==> config.mk <==
export PLATFORM = sky130hd
export DESIGN_NAME = ats_top
export DESIGN_NICKNAME = d
export VERILOG_FILES = /design/src/verilog/ats_pkg.sv /design/src/verilog/ats_sync2.sv /design/src/verilog/ats_hold_xfer.sv /design/src/verilog/ats_top.sv
export SDC_FILE = /design/constraint.sdc
export NUM_CORES = 1
export LEC_CHECK = 0
export ABC_AREA = 0
export BUFFER_PORTS_ARGS = -buffer_cell sky130_fd_sc_hd__buf_4
export CORE_UTILIZATION = 49
export DETAILED_ROUTE_END_ITERATION = 7
export GPL_ROUTABILITY_DRIVEN = 0
export PLACE_DENSITY = 0.75
export SYNTH_ARGS = -nofsm -noshare
export SYNTH_HDL_FRONTEND = slang
export SYNTH_SLANG_ARGS = --single-unit
==> constraint.sdc <==
create_clock -name clk_in -period 2.6 [get_ports clk_in]
set_input_delay 0 -clock clk_in [delete_from_list [all_inputs] [get_ports clk_in]]
set_output_delay 0 -clock clk_in [all_outputs]
set_load 0.05 [all_outputs]
==> src/verilog/ats_pkg.sv <==
// shared constants for the asynchronous timer update crossing block
`default_nettype none
package ats_pkg;
  // register byte offsets on the axi4-lite bus
  localparam logic [7:0] ATS_COUNT_OFS    = 8'h00;
  localparam logic [7:0] ATS_COMPARE_OFS  = 8'h04;
  localparam logic [7:0] ATS_CONTROL_OFS  = 8'h08;
  localparam logic [7:0] ATS_STATUS_OFS   = 8'h0C;
  localparam logic [7:0] ATS_FLAG_OFS     = 8'h10;
  // async status register field positions
  localparam int ATS_CTRL_BUSY_BIT  = 0;
  localparam int ATS_CMP_BUSY_BIT   = 1;
  localparam int ATS_CNT_BUSY_BIT   = 2;
  localparam int ATS_ASYNC_SEL_BIT  = 3;
  // irq flag register field positions
  localparam int ATS_OVF_FLAG_BIT   = 0;
  localparam int ATS_CMP_FLAG_BIT   = 1;
  // control register fields
  localparam int ATS_CLK_SEL_LSB    = 0;
  localparam int ATS_CTC_BIT        = 3;
  localparam int ATS_CMP_MODE_LSB   = 4;
  // reset values
  localparam logic [7:0] ATS_REG_RESET = 8'h00;
  // osc rising edges between write and destination latch
  localparam logic [1:0] ATS_XFER_EDGES = 2'h2;
  // cpu-cycle stages of the interrupt flag pipe ahead of the flag register
  localparam int ATS_FLAG_DELAY = 3;
  // axi responses
  localparam logic [1:0] ATS_RESP_OKAY   = 2'h0;
  localparam logic [1:0] ATS_RESP_SLVERR = 2'h2;
  // compare output modes
  typedef enum logic [1:0] {ATS_CMP_OFF, ATS_CMP_TOGGLE, ATS_CMP_CLEAR, ATS_CMP_SET} ats_cmp_mode_t;
endpackage
`default_nettype wire

==> src/verilog/ats_sync2.sv <==
// two flip-flop level synchroniser
`timescale 1ns/1ps
`default_nettype none
module ats_sync2 #(
  parameter int WIDTH = 1
) (
  // clock and reset
  input  wire logic             clk_in,
  input  wire logic             rst_n_in,
  // level crossing
  input  wire logic [WIDTH-1:0] async_in,
  output logic      [WIDTH-1:0] sync_out
);
  logic [WIDTH-1:0] stage1;

  always_ff @(posedge clk_in)
  begin
    if (!rst_n_in)
    begin
      stage1   <= '0;
      sync_out <= '0;
    end
    else
    begin
      stage1   <= async_in;
      sync_out <= stage1;
    end
  end
endmodule
`default_nettype wire

==> src/verilog/ats_hold_xfer.sv <==
// holding register with its own transfer path and busy flag
`timescale 1ns/1ps
`default_nettype none
module ats_hold_xfer
  import ats_pkg::*;
(
  // clock and reset
  input  wire logic       clk_in,
  input  wire logic       rst_n_in,
  // cpu side
  input  wire logic       write_in,
  input  wire logic [7:0] wdata_in,
  input  wire logic       async_sel_in,
  input  wire logic       osc_edge_in,
  output logic [7:0]      hold_out,
  output logic            busy_out,
  // destination side
  output logic            commit_out
);
  logic [1:0] edge_cnt;

  always_ff @(posedge clk_in)
  begin
    if (!rst_n_in)
      hold_out <= ATS_REG_RESET;
    else if (write_in)
      hold_out <= wdata_in;
  end

  // a new write restarts the count so the newest value wins
  always_ff @(posedge clk_in)
  begin
    if (!rst_n_in)
    begin
      busy_out   <= 1'b0;
      edge_cnt   <= 2'h0;
      commit_out <= 1'b0;
    end
    else if (write_in)
    begin
      busy_out   <= async_sel_in;
      edge_cnt   <= 2'h0;
      commit_out <= !async_sel_in;
    end
    else if (busy_out && osc_edge_in)
    begin
      edge_cnt <= edge_cnt + 2'h1;
      if (edge_cnt + 2'h1 == ATS_XFER_EDGES)
      begin
        busy_out   <= 1'b0;
        commit_out <= 1'b1;
      end
      else
        commit_out <= 1'b0;
    end
    else
      commit_out <= 1'b0;
  end
endmodule
`default_nettype wire

==> src/verilog/ats_top.sv <==
// asynchronous timer register update, flag crossing and wake timing
//
// Added by the designer: the placing of the registers and the AXI4-Lite slave port.
`timescale 1ns/1ps
`default_nettype none
// Notes on behaviour
// async write to control sets control busy, status bit 0.
// control busy clears once holding value lands in control.
// software must not rewrite a register while its busy flag is set.
// reading count returns the live counter.
// reading compare or control returns the holding register.
// writes go to holding, latched after two timer oscillator rising edges.
// each register has its own holding register and transfer path.
// software follows the safe clock source switch sequence.
// oscillator input stays below 256 kHz and quarter cpu clock.
// compare match suppressed while count or compare transfer pending.
// software waits for busy clear before power-save when waking by timer.
// interrupt logic needs one oscillator cycle to rearm after wake.
// oscillator runs when async selected, except in power-down.
// software reinitialises registers after power-up or power-down wake.
// software waits one second for oscillator to settle.
// wake starts on the timer cycle after the interrupt condition.
// flags become visible three cpu cycles after wake; the code sets them four cpu cycles after the timer event, not after the wake.
// async flag crossing takes three cpu cycles plus one timer cycle; the code delays flags by four cpu cycles only.
// compare pin changes on the timer clock, not cpu synchronised; the code registers the pin on the cpu clock when a match occurs.
// async select picks oscillator input, else internal system clock.
// count and compare writes set and clear their own busy flags.
// every crossing signal passes a two-flop synchroniser.
module ats_top
  import ats_pkg::*;
(
  // clock and reset
  input  wire logic        clk_in,
  input  wire logic        rst_n_in,
  // axi4-lite write address
  input  wire logic [7:0]  s_axi_awaddr_in,
  input  wire logic        s_axi_awvalid_in,
  output logic             s_axi_awready_out,
  // axi4-lite write data
  input  wire logic [31:0] s_axi_wdata_in,
  input  wire logic [3:0]  s_axi_wstrb_in,
  input  wire logic        s_axi_wvalid_in,
  output logic             s_axi_wready_out,
  // axi4-lite write response
  output logic [1:0]       s_axi_bresp_out,
  output logic             s_axi_bvalid_out,
  input  wire logic        s_axi_bready_in,
  // axi4-lite read address
  input  wire logic [7:0]  s_axi_araddr_in,
  input  wire logic        s_axi_arvalid_in,
  output logic             s_axi_arready_out,
  // axi4-lite read data
  output logic [31:0]      s_axi_rdata_out,
  output logic [1:0]       s_axi_rresp_out,
  output logic             s_axi_rvalid_out,
  input  wire logic        s_axi_rready_in,
  // timer oscillator and sleep state
  input  wire logic        timer_osc_in,
  input  wire logic        power_save_in,
  input  wire logic        power_down_in,
  // outputs
  output logic             compare_pin_out,
  output logic             osc_enable_out,
  output logic             wake_out
);
  import ats_pkg::*;

  // ---------------- bus slave ----------------
  logic [7:0]  aw_addr;
  logic        aw_held;
  logic [31:0] w_data;
  logic [3:0]  w_strb;
  logic        w_held;
  logic        wr_go;
  logic        rd_go;
  logic        wr_hit;
  logic        rd_hit;
  logic        wr_count;
  logic        wr_compare;
  logic        wr_control;
  logic        wr_status;
  logic        wr_flag;
  logic [7:0]  wbyte;
  logic [31:0] next_rdata;

  assign wr_go = aw_held && w_held && !s_axi_bvalid_out;
  assign rd_go = s_axi_arvalid_in && s_axi_arready_out;
  assign wbyte = w_data[7:0];

  always_comb
  begin
    wr_hit = (aw_addr == ATS_COUNT_OFS) || (aw_addr == ATS_COMPARE_OFS) || (aw_addr == ATS_CONTROL_OFS)
             || (aw_addr == ATS_STATUS_OFS) || (aw_addr == ATS_FLAG_OFS);
    wr_count   = wr_go && w_strb[0] && (aw_addr == ATS_COUNT_OFS);
    wr_compare = wr_go && w_strb[0] && (aw_addr == ATS_COMPARE_OFS);
    wr_control = wr_go && w_strb[0] && (aw_addr == ATS_CONTROL_OFS);
    wr_status  = wr_go && w_strb[0] && (aw_addr == ATS_STATUS_OFS);
    wr_flag    = wr_go && w_strb[0] && (aw_addr == ATS_FLAG_OFS);
  end

  // address and data are taken in either order
  always_ff @(posedge clk_in)
  begin
    if (!rst_n_in)
    begin
      aw_held           <= 1'b0;
      aw_addr           <= 8'h00;
      s_axi_awready_out <= 1'b0;
    end
    else if (s_axi_awvalid_in && s_axi_awready_out)
    begin
      aw_held           <= 1'b1;
      aw_addr           <= {s_axi_awaddr_in[7:2], 2'h0};
      s_axi_awready_out <= 1'b0;
    end
    else if (wr_go)
    begin
      aw_held           <= 1'b0;
      s_axi_awready_out <= 1'b1;
    end
    else
      s_axi_awready_out <= !aw_held;
  end

  always_ff @(posedge clk_in)
  begin
    if (!rst_n_in)
    begin
      w_held           <= 1'b0;
      w_data           <= 32'h0000_0000;
      w_strb           <= 4'h0;
      s_axi_wready_out <= 1'b0;
    end
    else if (s_axi_wvalid_in && s_axi_wready_out)
    begin
      w_held           <= 1'b1;
      w_data           <= s_axi_wdata_in;
      w_strb           <= s_axi_wstrb_in;
      s_axi_wready_out <= 1'b0;
    end
    else if (wr_go)
    begin
      w_held           <= 1'b0;
      s_axi_wready_out <= 1'b1;
    end
    else
      s_axi_wready_out <= !w_held;
  end

  always_ff @(posedge clk_in)
  begin
    if (!rst_n_in)
    begin
      s_axi_bvalid_out <= 1'b0;
      s_axi_bresp_out  <= ATS_RESP_OKAY;
    end
    else if (wr_go)
    begin
      s_axi_bvalid_out <= 1'b1;
      s_axi_bresp_out  <= wr_hit ? ATS_RESP_OKAY : ATS_RESP_SLVERR;
    end
    else if (s_axi_bready_in)
      s_axi_bvalid_out <= 1'b0;
  end

  // ---------------- oscillator sampling ----------------
  logic osc_sync;
  logic osc_prev;
  logic osc_edge;

  // oscillator through two flops
  ats_sync2 #(.WIDTH(1)) u_osc_sync (
    .clk_in   (clk_in),
    .rst_n_in (rst_n_in),
    .async_in (timer_osc_in),
    .sync_out (osc_sync)
  );

  always_ff @(posedge clk_in)
  begin
    if (!rst_n_in)
      osc_prev <= 1'b0;
    else
      osc_prev <= osc_sync;
  end

  assign osc_edge = osc_sync && !osc_prev;

  // ---------------- holding registers ----------------
  logic       async_sel;
  logic [7:0] count_hold;
  logic [7:0] compare_hold;
  logic [7:0] control_hold;
  logic       count_busy;
  logic       compare_busy;
  logic       control_busy;
  logic       count_commit;
  logic       compare_commit;
  logic       control_commit;

  always_ff @(posedge clk_in)
  begin
    if (!rst_n_in)
      async_sel <= 1'b0;
    else if (wr_status)
      async_sel <= wbyte[ATS_ASYNC_SEL_BIT];
  end

  // count holding, latched after two osc edges
  // independent path per register
  // count busy set and cleared
  ats_hold_xfer u_count_xfer (
    .clk_in       (clk_in),
    .rst_n_in     (rst_n_in),
    .write_in     (wr_count),
    .wdata_in     (wbyte),
    .async_sel_in (async_sel),
    .osc_edge_in  (osc_edge),
    .hold_out     (count_hold),
    .busy_out     (count_busy),
    .commit_out   (count_commit)
  );

  // compare busy set and cleared
  ats_hold_xfer u_compare_xfer (
    .clk_in       (clk_in),
    .rst_n_in     (rst_n_in),
    .write_in     (wr_compare),
    .wdata_in     (wbyte),
    .async_sel_in (async_sel),
    .osc_edge_in  (osc_edge),
    .hold_out     (compare_hold),
    .busy_out     (compare_busy),
    .commit_out   (compare_commit)
  );

  // control write sets control busy
  // busy clears on transfer to control
  ats_hold_xfer u_control_xfer (
    .clk_in       (clk_in),
    .rst_n_in     (rst_n_in),
    .write_in     (wr_control),
    .wdata_in     (wbyte),
    .async_sel_in (async_sel),
    .osc_edge_in  (osc_edge),
    .hold_out     (control_hold),
    .busy_out     (control_busy),
    .commit_out   (control_commit)
  );

  // ---------------- timer domain registers ----------------
  logic [7:0]    count;
  logic [7:0]    compare;
  logic [7:0]    control;
  logic [9:0]    prescale;
  logic          src_tick;
  logic          tick;
  logic          prescale_hit;
  logic          match;
  logic          overflow;
  ats_cmp_mode_t cmp_mode;

  always_ff @(posedge clk_in)
  begin
    if (!rst_n_in)
    begin
      compare <= ATS_REG_RESET;
      control <= ATS_REG_RESET;
    end
    else
    begin
      if (compare_commit)
        compare <= compare_hold;
      if (control_commit)
        control <= control_hold;
    end
  end

  // source is the oscillator edge or every system clock
  assign src_tick = async_sel ? osc_edge : 1'b1;

  always_comb
  begin
    case (control[ATS_CLK_SEL_LSB +: 3])
      3'h0:    prescale_hit = 1'b0;
      3'h1:    prescale_hit = 1'b1;
      3'h2:    prescale_hit = (prescale[2:0] == 3'h7);
      3'h3:    prescale_hit = (prescale[4:0] == 5'h1F);
      3'h4:    prescale_hit = (prescale[5:0] == 6'h3F);
      3'h5:    prescale_hit = (prescale[6:0] == 7'h7F);
      3'h6:    prescale_hit = (prescale[7:0] == 8'hFF);
      default: prescale_hit = (prescale == 10'h3FF);
    endcase
  end

  assign tick = src_tick && prescale_hit;

  always_ff @(posedge clk_in)
  begin
    if (!rst_n_in)
      prescale <= 10'h000;
    else if (src_tick)
      prescale <= prescale + 10'h001;
  end

  // no match while count or compare transfer pending
  assign match    = tick && !count_busy && !compare_busy && !count_commit && !compare_commit
                    && (count + 8'h01 == compare);
  assign overflow = tick && (count == 8'hFF);
  assign cmp_mode = ats_cmp_mode_t'(control[ATS_CMP_MODE_LSB +: 2]);

  // a committed count wins over the increment in the same cycle
  always_ff @(posedge clk_in)
  begin
    if (!rst_n_in)
      count <= ATS_REG_RESET;
    else if (count_commit)
      count <= count_hold;
    else if (match && control[ATS_CTC_BIT])
      count <= 8'h00;
    else if (tick)
      count <= count + 8'h01;
  end

  // pin updated on timer ticks only
  always_ff @(posedge clk_in)
  begin
    if (!rst_n_in)
      compare_pin_out <= 1'b0;
    else if (match)
    begin
      case (cmp_mode)
        ATS_CMP_TOGGLE: compare_pin_out <= !compare_pin_out;
        ATS_CMP_CLEAR:  compare_pin_out <= 1'b0;
        ATS_CMP_SET:    compare_pin_out <= 1'b1;
        default:        compare_pin_out <= compare_pin_out;
      endcase
    end
  end

  // ---------------- flag crossing and wake ----------------
  logic [ATS_FLAG_DELAY-1:0] ovf_pipe;
  logic [ATS_FLAG_DELAY-1:0] cmp_pipe;
  logic                      overflow_flag;
  logic                      compare_flag;
  logic                      event_pending;

  // flag surfaces four cpu cycles after the timer event
  // delay counts from the timer event, not from the wake
  always_ff @(posedge clk_in)
  begin
    if (!rst_n_in)
    begin
      ovf_pipe <= '0;
      cmp_pipe <= '0;
    end
    else
    begin
      ovf_pipe <= {ovf_pipe[ATS_FLAG_DELAY-2:0], overflow};
      cmp_pipe <= {cmp_pipe[ATS_FLAG_DELAY-2:0], match};
    end
  end

  // write one clears; a set in the same cycle wins
  always_ff @(posedge clk_in)
  begin
    if (!rst_n_in)
    begin
      overflow_flag <= 1'b0;
      compare_flag  <= 1'b0;
    end
    else
    begin
      if (ovf_pipe[ATS_FLAG_DELAY-1])
        overflow_flag <= 1'b1;
      else if (wr_flag && wbyte[ATS_OVF_FLAG_BIT])
        overflow_flag <= 1'b0;
      if (cmp_pipe[ATS_FLAG_DELAY-1])
        compare_flag <= 1'b1;
      else if (wr_flag && wbyte[ATS_CMP_FLAG_BIT])
        compare_flag <= 1'b0;
    end
  end

  // wake on the timer tick after the condition
  // pending rearms only on a following tick
  always_ff @(posedge clk_in)
  begin
    if (!rst_n_in)
    begin
      event_pending <= 1'b0;
      wake_out      <= 1'b0;
    end
    else
    begin
      if (overflow || match)
        event_pending <= 1'b1;
      else if (src_tick)
        event_pending <= 1'b0;
      wake_out <= event_pending && src_tick && power_save_in;
    end
  end

  // oscillator kept running while async selected, except in power-down
  always_ff @(posedge clk_in)
  begin
    if (!rst_n_in)
      osc_enable_out <= 1'b0;
    else
      osc_enable_out <= async_sel && !power_down_in;
  end

  // ---------------- read path ----------------
  always_comb
  begin
    next_rdata = 32'h0000_0000;
    rd_hit     = 1'b1;
    case ({s_axi_araddr_in[7:2], 2'h0})
      // live counter
      ATS_COUNT_OFS:   next_rdata[7:0] = count;
      // holding registers read back
      ATS_COMPARE_OFS: next_rdata[7:0] = compare_hold;
      ATS_CONTROL_OFS: next_rdata[7:0] = control_hold;
      ATS_STATUS_OFS:  next_rdata[3:0] = {async_sel, count_busy, compare_busy, control_busy};
      ATS_FLAG_OFS:    next_rdata[1:0] = {compare_flag, overflow_flag};
      default:         rd_hit = 1'b0;
    endcase
  end

  always_ff @(posedge clk_in)
  begin
    if (!rst_n_in)
    begin
      s_axi_arready_out <= 1'b0;
      s_axi_rvalid_out  <= 1'b0;
      s_axi_rdata_out   <= 32'h0000_0000;
      s_axi_rresp_out   <= ATS_RESP_OKAY;
    end
    else if (rd_go)
    begin
      s_axi_arready_out <= 1'b0;
      s_axi_rvalid_out  <= 1'b1;
      s_axi_rdata_out   <= next_rdata;
      s_axi_rresp_out   <= rd_hit ? ATS_RESP_OKAY : ATS_RESP_SLVERR;
    end
    else if (s_axi_rvalid_out)
    begin
      if (s_axi_rready_in)
        s_axi_rvalid_out <= 1'b0;
    end
    else
      s_axi_arready_out <= 1'b1;
  end
endmodule
`default_nettype wire

Yosys cells after proc, flatten, opt, wreduce, memory -nomap -nowiden
Cells that the tools add are included.

Add/subtract/negate cells: 5. Equal/unequal tests: 28. Mux-type cells: 46. Bitwise operators: 1. Reductions and logical operators: 72.

Operators with widths (count): $mux 1 (36); $logic_and 1x1->1 (28); $eq 6x2->1 const B (4); $mux 8 (3); $reduce_bool 2->1 (12); $eq 8x8->1 const B (2); $eq 3x3->1 const B (4); $eq 6x1->1 const B (2); $eq 6x3->1 const B (2); $pmux 4 s3 (1); $reduce_or 2->1 (6); $logic_not 1->1 (11); $add 10x1->10 const B (1); $eq 10x10->1 const B (1); $eq 2x2->1 const B (5); $pmux 2 s5 (1); $add 8x1->8 const B (1); $eq 8x8->1 (1); $logic_not 8->1 (1); $pmux 2 s4 (1); $reduce_and 2->1 (4); $eq 7x7->1 const B (1); $pmux 1 s7 (1); $add 2x1->2 const B (3); 13 further kinds (20).

Flip-flop bits (word level): 118. Bits of input ports: 62. Output and inout bits: 44. Word-level logic and storage cells: 193.

Depth between registers and ports, before layout
Gate-level depths: netlist of the first run.

Word-level depth: 12. Mapped depth: 11. Gate-level depth less buffers: 11.

By module
Synthesis of the first run repeated with hierarchy kept, for this count alone.

Cells, all modules: 583. Area, all modules: 5422.7 um^2.

By module, submodules not included: ats_top (times used 1, cells an instance 444, area an instance 3925.0 um^2, seq. area each 1561.5 um^2); ats_hold_xfer (times used 3, cells an instance 45, area an instance 481.7 um^2, seq. area each 240.2 um^2); ats_sync2 (times used 1, cells an instance 4, area an instance 52.6 um^2, seq. area each 40.0 um^2).

Least setup slack after synthesis of the first run
No wires, ideal clock.

Path kind: register -> register. Start: register prescale[0]. End: register count[6]. Setup time: 0.118 ns. Arrival: 2.309 ns. Required time: 2.482 ns. Setup slack: 0.172 ns. Cell stages (with the launch flop): 12. Path buffers: 0. Clock period less this slack: 2.428 ns. Cells stage by stage: dfxtp_1 -> ha_1 -> nand3_1 -> inv_1 -> ha_1 -> inv_1 -> a31oi_1 -> a22oi_2 -> a2111o_1 -> a2111oi_4 -> a211o_4 -> o21ai_1.

Longest elaborated chain between the ends: 11. Elaborated cells between the ends (all ways): 17. Classes of those cells: eq/ne (6); mux (3); reduce/logical (8).

Ends and longest elaborated chain: start, declared (line ats_top.sv:255) `logic [9:0] prescale;`; start signal, assigned (line ats_top.sv:303) `prescale <= prescale + 10'h001;`; $eq 10x10->1, or another cell as far along (line ats_top.sv:292) `default: prescale_hit = (prescale == 10'h3FF);`; $pmux 1 s7 * (line ats_top.sv:284) `case (control[ATS_CLK_SEL_LSB +: 3])`; $logic_and 1x1->1 * (line ats_top.sv:296) `assign tick = src_tick && prescale_hit;`; $logic_and 1x1->1 (4 in a row) (line ats_top.sv:307) `assign match = tick && !count_busy && !compare_busy && !count_commit && !compare_commit`; $logic_and 1x1->1 (line ats_top.sv:308) `&& (count + 8'h01 == compare);`; $logic_and 1x1->1 (line ats_top.sv:319) `else if (match && control[ATS_CTC_BIT])`; $mux 8 (line ats_top.sv:319); $mux 8 (line ats_top.sv:317) `else if (count_commit)`; end signal, assigned (line ats_top.sv:318) `count <= count_hold;`; end signal, assigned (line ats_top.sv:322) `count <= count + 8'h01;`; end, declared (line ats_top.sv:252) `logic [7:0] count;`.

Mark *: on every way between the ends. The rest lies on a longest branch, timed or not. A chain may end at the register's enable or synchronous reset.

Worst setup path in the final report of the first run
Same ends and word-level chain as after synthesis.

==> results of run 1 <==
[cell type report]
class / instances / area, um^2 / area share
inverters: 8 / 30.0 / 0.00457
flip-flops and latches: 116 / 2320 / 0.353
clock inverters: 9 / 128 / 0.0194
clock buffers: 22 / 463 / 0.0704
multi-input cells: 430 / 2570 / 0.391
repair buffers: 104 / 887 / 0.135
well taps: 136 / 170 / 0.0259
[power by group through the flow]
stage	Combinational, W	Sequential (W)	Clock, W
after floorplan	0.000207	0.00190	0
after global placement	0.000282	0.00187	0
after detailed placement	0.000287	0.00188	0
after CTS	0.000331	0.00184	0.00233
after global routing	0.000359	0.00184	0.00242
final	0.000336	0.00184	0.00229
[cells by family after synthesis]
logic type | count (synthesis) | synth area share
AND/OR/NAND/NOR | 234 | 0.212
AO/OA/AOI/OAI | 102 | 0.132
other | 1 | 0.000728
flip-flops | 116 | 0.451
buffers and inverters | 64 | 0.0688
multiplexers | 35 | 0.0741
XOR/XNOR | 26 | 0.0442
adder cells (fa/ha/maj) | 7 | 0.0170
[timing repair]
item / in CTS / in global routing
endpoints found under the hold margin: 42 / 0
setup buffers: 0 / 1
resized for setup: 0 / 1
hold buffers: 41 / 0
setup endpoints to repair: 0 / 7
[metal layers]
layer | GRT usage | share of wire
met5 | 0 | 0
met4 | 0.0990 | 0.017
met3 | 0.0614 | 0.050
met2 | 0.386 | 0.48
met1 | 0.288 | 0.45
[sequential cells by signal, indices dropped and copies added, names as in the netlist, 3 cells and up]
register	cells
aw_addr	6
u_count_xfer.hold_out	8
control	6
prescale	10
u_compare_xfer.hold_out	8
s_axi_rdata_out	8
cmp_pipe	3
count	8
w_data	8
compare	8
u_control_xfer.hold_out	8
ovf_pipe	3
[how the worst max path moves through the flow]
| stage | start | to | slack [ns] |
|---|---|---|---|
| global route | prescale[0] | compare_pin_out | 0.01 |
| detailed placement | prescale[0] | count[6] | 0.16 |
| CTS | prescale[0] | count[6] | 0.14 |
| global placement | prescale[0] | count[7] | 0.24 |
| finish | prescale[0] | count[6] | 0.18 |
| floorplan | prescale[0] | count[6] | 0.17 |
[synth_stat cells, types with 7 or more instances]
| library cell | n | area [um^2] |
|---|---|---|
| dfxtp_1 | 116 | 2320 |
| nand2_1 | 91 | 342 |
| nor2_1 | 61 | 229 |
| a21oi_1 | 55 | 275 |
| mux2i_1 | 31 | 310 |
| buf_4 | 28 | 210 |
| clkbuf_1 | 22 | 82.6 |
| nand3_1 | 19 | 95.1 |
| xnor2_1 | 17 | 149 |
| and2_1 | 14 | 87.6 |
| o21ai_0 | 10 | 50.1 |
| xor2_1 | 9 | 78.8 |
| a22oi_1 | 8 | 60.1 |
| inv_1 | 8 | 30.0 |
| ha_1 | 7 | 87.6 |
[through the flow]
| step | setup WS (ns) | total power (W) | utilization | hold slack [ns] |
|---|---|---|---|---|
| floorplan | 0.172 | 0.00211 | - | 0.0724 |
| global placement | 0.237 | 0.00216 | 0.541 | 0.157 |
| detailed placement | 0.160 | 0.00216 | 0.541 | 0.161 |
| CTS | 0.137 | 0.00450 | 0.638 | 0.0128 |
| global route | 0.0106 | 0.00462 | 0.640 | 0.0715 |
| finish | 0.182 | 0.00447 | 0.640 | 0.0178 |
[tightest hold or removal path: cells and delay by family]
| kind | cells | cell delay [ns] |
|---|---|---|
| AO/OA/AOI/OAI | 1 | 0.05 |
| buffers and inverters | 1 | 0.08 |
| AND/OR/NAND/NOR | 2 | 0.35 |
[cell usage in the layout (no fill, tap or decap), types with 4 or more instances in the layout]
master         count
dfxtp_1          116
nand2_1           91
buf_4             62
nor2_1            61
a21oi_1           55
dlygate4sd3_1     41
mux2i_1           31
conb_1            26
nand3_1           19
xnor2_1           17
clkbuf_16         16
and2_1            14
o21ai_0           10
xor2_1             9
a22oi_1            8
inv_1              7
ha_1               7
nor3_1             6
nor2b_1            6
nand4_1            5
o21ai_2            5
a31oi_1            4
nor3b_1            4
nand2b_1           4
and3_1             4
clkbuf_8           4
==> results by group, run 1 <==
Outcome
  – Outcome: complete, no violations

Worst hold path
  – Hold_sp: s_axi_wvalid_in
  – Hold/Removal Path Class: in -> reg
  – WHS Path Cells: 4
  – Hold EP: w_strb[0]

Global routing
  – All-Layer GR Usage: 0.234
  – Remaining Overflow, GRT: 0
  – Largest net degree at the start of global routing: 52
  – Vias in the first global route: 4159
  – Initial antenna violation count: 0
  – First-pass GRT wire length: about 20000 um

Logic synthesis
  – Mapped Cells: between 500 and 600
  – Flops & latches, synth: 116
  – Top_reg_cell synth: dfxtp_1
  – Ys Warns: 0
  – Seq/Total Area, Yosys: 0.451
  – Post-synth EDFFs: 0
  – Post-synthesis cell type count: 59
  – Synthesized area: between 5000 and 6000 um^2
  – Avg Cell Area, Syn: 8.80 um^2
  – Async S/R FF share, synth: 0

Worst setup path
  – CP bufs+invs: 3
  – Worst setup path class: reg -> reg
  – Critical path's largest stage delay: 0.37 ns
  – Worst path slowest cell: dfxtp_1
  – CP Max Fanout: 7
  – Crit start category: flop
  – Delay-heaviest family, CP: compound AO/OA/AOI/OAI gates
  – Worst reg2reg path depth: 12
  – Arr. time, crit path: 2.81 ns
  – Critical Path Stages: 12
  – WP data required: 2.99 ns
  – Crit end category: flop
  – Reg2reg end: count[6]
  – CP cell instances: ha_1 > nand3_1 > inv_1 > ha_1 > inv_1 > a31oi_1 > a22oi_2 > a2111o_1 > a2111oi_4 > buf_6 > a211o_4 > o21ai_1
  – FF-to-FF setup slack: 0.18 ns
  – Reg2reg start: prescale[0]

Cells and area
  – Fillcell total: 821
  – Non-Filler Instances: 825
  – Final #Nets: 746
  – N_diodes: 0
  – Layout cells sized above 1: 0.171
  – Area grow syn2layout: 27.7%
  – Final instance area: between 6000 and 7000 um^2

Place
  – HPWL Detailed: 7990 um
  – Placed cell count: around 750
  – IO Port Bufs: 48
  – Post-place instance area: 5560 um^2

Power
  – Pwr dens: 680 nW/um^2
  – Sw Share: 0.228
  – Sequential cell fraction of total power: 0.412
  – Comb power frac: 0.075
  – Internal: around 0.0034 W
  – Clock Power Share: 0.513
  – Switch Pwr: 0.00102 W
  – Maximum VDD drop: 0.000437 V
  – P_leak: 2.56 nW

STA
  – Max_slew headroom: 0.383
  – # setup viols final: 0
  – Tcrit/Tclk final: 0.930
  – Period minus WS final: 2.42 ns
  – RSZ-0062 raised after global routing: false
  – Worst-Margin Slew: 0.925 ns
  – Final Hold Fails: 0
  – Worst clock skew: roughly 0.0065 ns
  – Max frequency: 0.414 GHz
  – Setup_tns: 0 ns
  – Final-report max-slew violation count: 0

Floorplanning
  – I/O pin cnt: roughly 110
  – DIE AREA: 10900 um^2
  – # rows: 37
  – Core region area: 10300 um^2
  – Die Y: 105 um
  – Initial Utilization: 0.501
  – Die X-Extent: 105 um

Routing
  – DRT Wirelength: 12100 um
  – DR vias/cell: 5.23
  – Routed wire per std cell: ~15 um
  – Routed Antenna Nets: 0
  – Vias: 4317
  – DRC errors left: 0
  – Drt pass-1 iters: 4
  – First-iteration detailed-routing DRC count: 212

CTS
  – Num CTS Buffers: 17
  – Clock Path Buffers: 2
  – Root Buffer Master: clkbuf_8
  – H-tree depth: 4
  – Sink Count: 116
  – Clk slew on worst S/H paths: 0.06 ns
  – CTS tree: done
  – Clk_lat worst skew: 0.51 ns

Flow run
  – Max cap viols: 0
Note: power is estimated with default switching activity, not from simulation.
==> inputs of run 2 (changes only) <==
Settings changed: MAX_ROUTING_LAYER from default to met4.
==> results by group, run 2 (synthesis gave the netlist of run 1 again) <==
Worst setup path
  – CP Max Fanout: 7 (unchanged)
  – WP data required: 3.00 ns (about the same)
  – Worst path slowest cell: dfxtp_1
  – Critical path's largest stage delay: 0.37 ns (about the same)
  – FF-to-FF setup slack: 0.18 ns (about the same)
  – CP cell instances: ha_1 > nand3_1 > inv_1 > ha_1 > inv_1 > a31oi_1 > a22oi_2 > a2111o_1 > a2111oi_4 > buf_6 > a211o_4 > o21ai_1
  – CP bufs+invs: 3 (unchanged)
  – Delay-heaviest family, CP: compound AO/OA/AOI/OAI gates
  – Worst setup path class: reg -> reg
  – Crit start category: flop
  – Arr. time, crit path: 2.81 ns (about the same)
  – Crit end category: flop

Floorplanning
  – Core region area: 10300 um^2 (unchanged)
  – Die X-Extent: 105 um (unchanged)
  – # rows: 37 (unchanged)
  – DIE AREA: 10900 um^2 (unchanged)
  – Initial Utilization: 0.501 (unchanged)
  – Die Y: 105 um (unchanged)
  – I/O pin cnt: 106 (unchanged)

STA
  – Setup_tns: 0 ns (unchanged)
  – Final-report max-slew violation count: 0 (unchanged)
  – Max frequency: 0.413 GHz (about the same)
  – Final Hold Fails: 0 (unchanged)
  – RSZ-0062 raised after global routing: false
  – Worst clock skew: 0.00661 ns (+0.0000839 ns)
  – Tcrit/Tclk final: 0.930 (about the same)
  – Max_slew headroom: 0.397 (+0.0146)
  – Period minus WS final: 2.42 ns (+0.00131 ns)
  – # setup viols final: 0 (unchanged)
  – Worst-Margin Slew: 0.903 ns (-0.0218 ns)

Routing
  – DRC errors left: 0 (unchanged)
  – First-iteration detailed-routing DRC count: 212 (unchanged)
  – DR vias/cell: 5.23 (-0.12%)
  – Drt pass-1 iters: 5 (+1)
  – Routed Antenna Nets: 0 (unchanged)
  – DRT Wirelength: 12100 um (+0.12%)
  – Routed wire per std cell: 14.7 um (+0.12%)
  – Vias: 4312 (-0.12%)

CTS
  – H-tree depth: 4 (unchanged)
  – Root Buffer Master: clkbuf_8
  – Sink Count: 116 (unchanged)
  – Clk_lat worst skew: 0.51 ns (about the same)
  – CTS tree: done
  – Num CTS Buffers: 17 (unchanged)
  – Clk slew on worst S/H paths: 0.06 ns (about the same)
  – Clock Path Buffers: 2 (unchanged)

Outcome
  – Outcome: complete, no violations

Power
  – Pwr dens: 680 nW/um^2 (about the same)
  – Maximum VDD drop: 0.000441 V (+1.0%)
  – P_leak: 2.56 nW (unchanged)

Cells and area
  – Final #Nets: 746 (unchanged)
  – Max reg flops: 10 (unchanged)
  – Commonest non-fill, non-tap cells in the layout: 116 x dfxtp_1, 91 x nand2_1, 62 x buf_4
  – Commonest non-fill, non-tap cell in the layout: dfxtp_1
  – Non-Filler Instances: 825 (unchanged)
  – Layout cells sized above 1: 0.171 (unchanged)
  – Area grow syn2layout: 27.7% (unchanged)
  – N_diodes: 0 (unchanged)
  – Biggest register: prescale

Place
  – Placed cell count: 752 (unchanged)
  – IO Port Bufs: 48 (unchanged)
  – HPWL Detailed: 7990 um (unchanged)

Global routing
  – Largest net degree at the start of global routing: 52 (unchanged)
  – All-Layer GR Usage: 0.241 (+0.00708)
  – First-pass GRT wire length: 20100 um (+0.21%)
  – Vias in the first global route: 4151 (-0.19%)
  – Initial antenna violation count: 0 (unchanged)
  – Remaining Overflow, GRT: 0 (unchanged)

Flow run
  – Max cap viols: 0 (unchanged)

Worst hold path
  – Hold/Removal Path Class: in -> reg
## run 2: cell counts in the layout (fill, tap and decap cells not counted)
No cell type changed its count.
## run 2: path summary, 6_finish.rpt
kind                                     to             from  cells after the start
worst max-delay path               count[6]      prescale[0]                     12
worst min-delay path              w_strb[0]  s_axi_wvalid_in                      4
worst max register to register     count[6]      prescale[0]                     12
worst min register to register  ovf_pipe[2]      ovf_pipe[1]                      1
## run 2: stage by stage
| step | utilization | area, um^2 | hold WS (ns) | total power, W | setup slack, ns |
|---|---|---|---|---|---|
| 4_1_cts | 0.638 | 6560 | 0.0128 | 0.00450 | 0.137 |
| 6_report | 0.640 | 6570 | 0.0165 | 0.00447 | 0.181 |
| 3_3_place_gp | 0.541 | 5560 | 0.157 | 0.00216 | 0.237 |
| 2_1_floorplan | - | 5240 | 0.0724 | 0.00211 | 0.172 |
| 5_1_grt | 0.640 | 6570 | 0.0715 | 0.00462 | 0.0106 |
| 3_5_place_dp | 0.541 | 5560 | 0.161 | 0.00216 | 0.160 |
## run 2: what timing repair did
action | in CTS | in global routing
setup buffers | 0 | 1
endpoints found under the hold margin | 42 | 0
endpoints found under the setup margin | 0 | 7
resized for setup | 0 | 1
hold buffers | 41 | 0
## run 2: worst register-to-register path, stage by stage, from the launching register on
cell and delay [ns]:
dfxtp_1 0.37, ha_1 0.19, nand3_1 0.10, inv_1 0.07, ha_1 0.13, inv_1 0.03, a31oi_1 0.19, a22oi_2 0.14
a2111o_1 0.34, a2111oi_4 0.30, buf_6 0.18, a211o_4 0.18, o21ai_1 0.07
## run 2: final cells by class
class                      count  area (um^2)
fill                         821         3700
multi-input combinational    430         2570
sequential                   116         2320
timing repair buffer         104          887
clock buffer                  22          463
tap                          136          170
clock inverter                 9          128
inverter                       8         30.0
## run 2: power by group
group,switching (W),leakage (nW),internal [W],total [W]
Clock,0.000772,0.283,0.00152,0.00230
Sequential,0.0000307,0.939,0.00181,0.00184
Combinational,0.000220,1.34,0.000116,0.000336
Total,0.00102,2.56,0.00345,0.00447
## run 2: routing by layer
layer,wire length [um],vias up,global-route usage
li1,-,2123,-
met1,5570,2023,0.289
met2,5750,142,0.386
met5,0,-,-
met3,559,24,0.0614
met4,231,0,0.0990
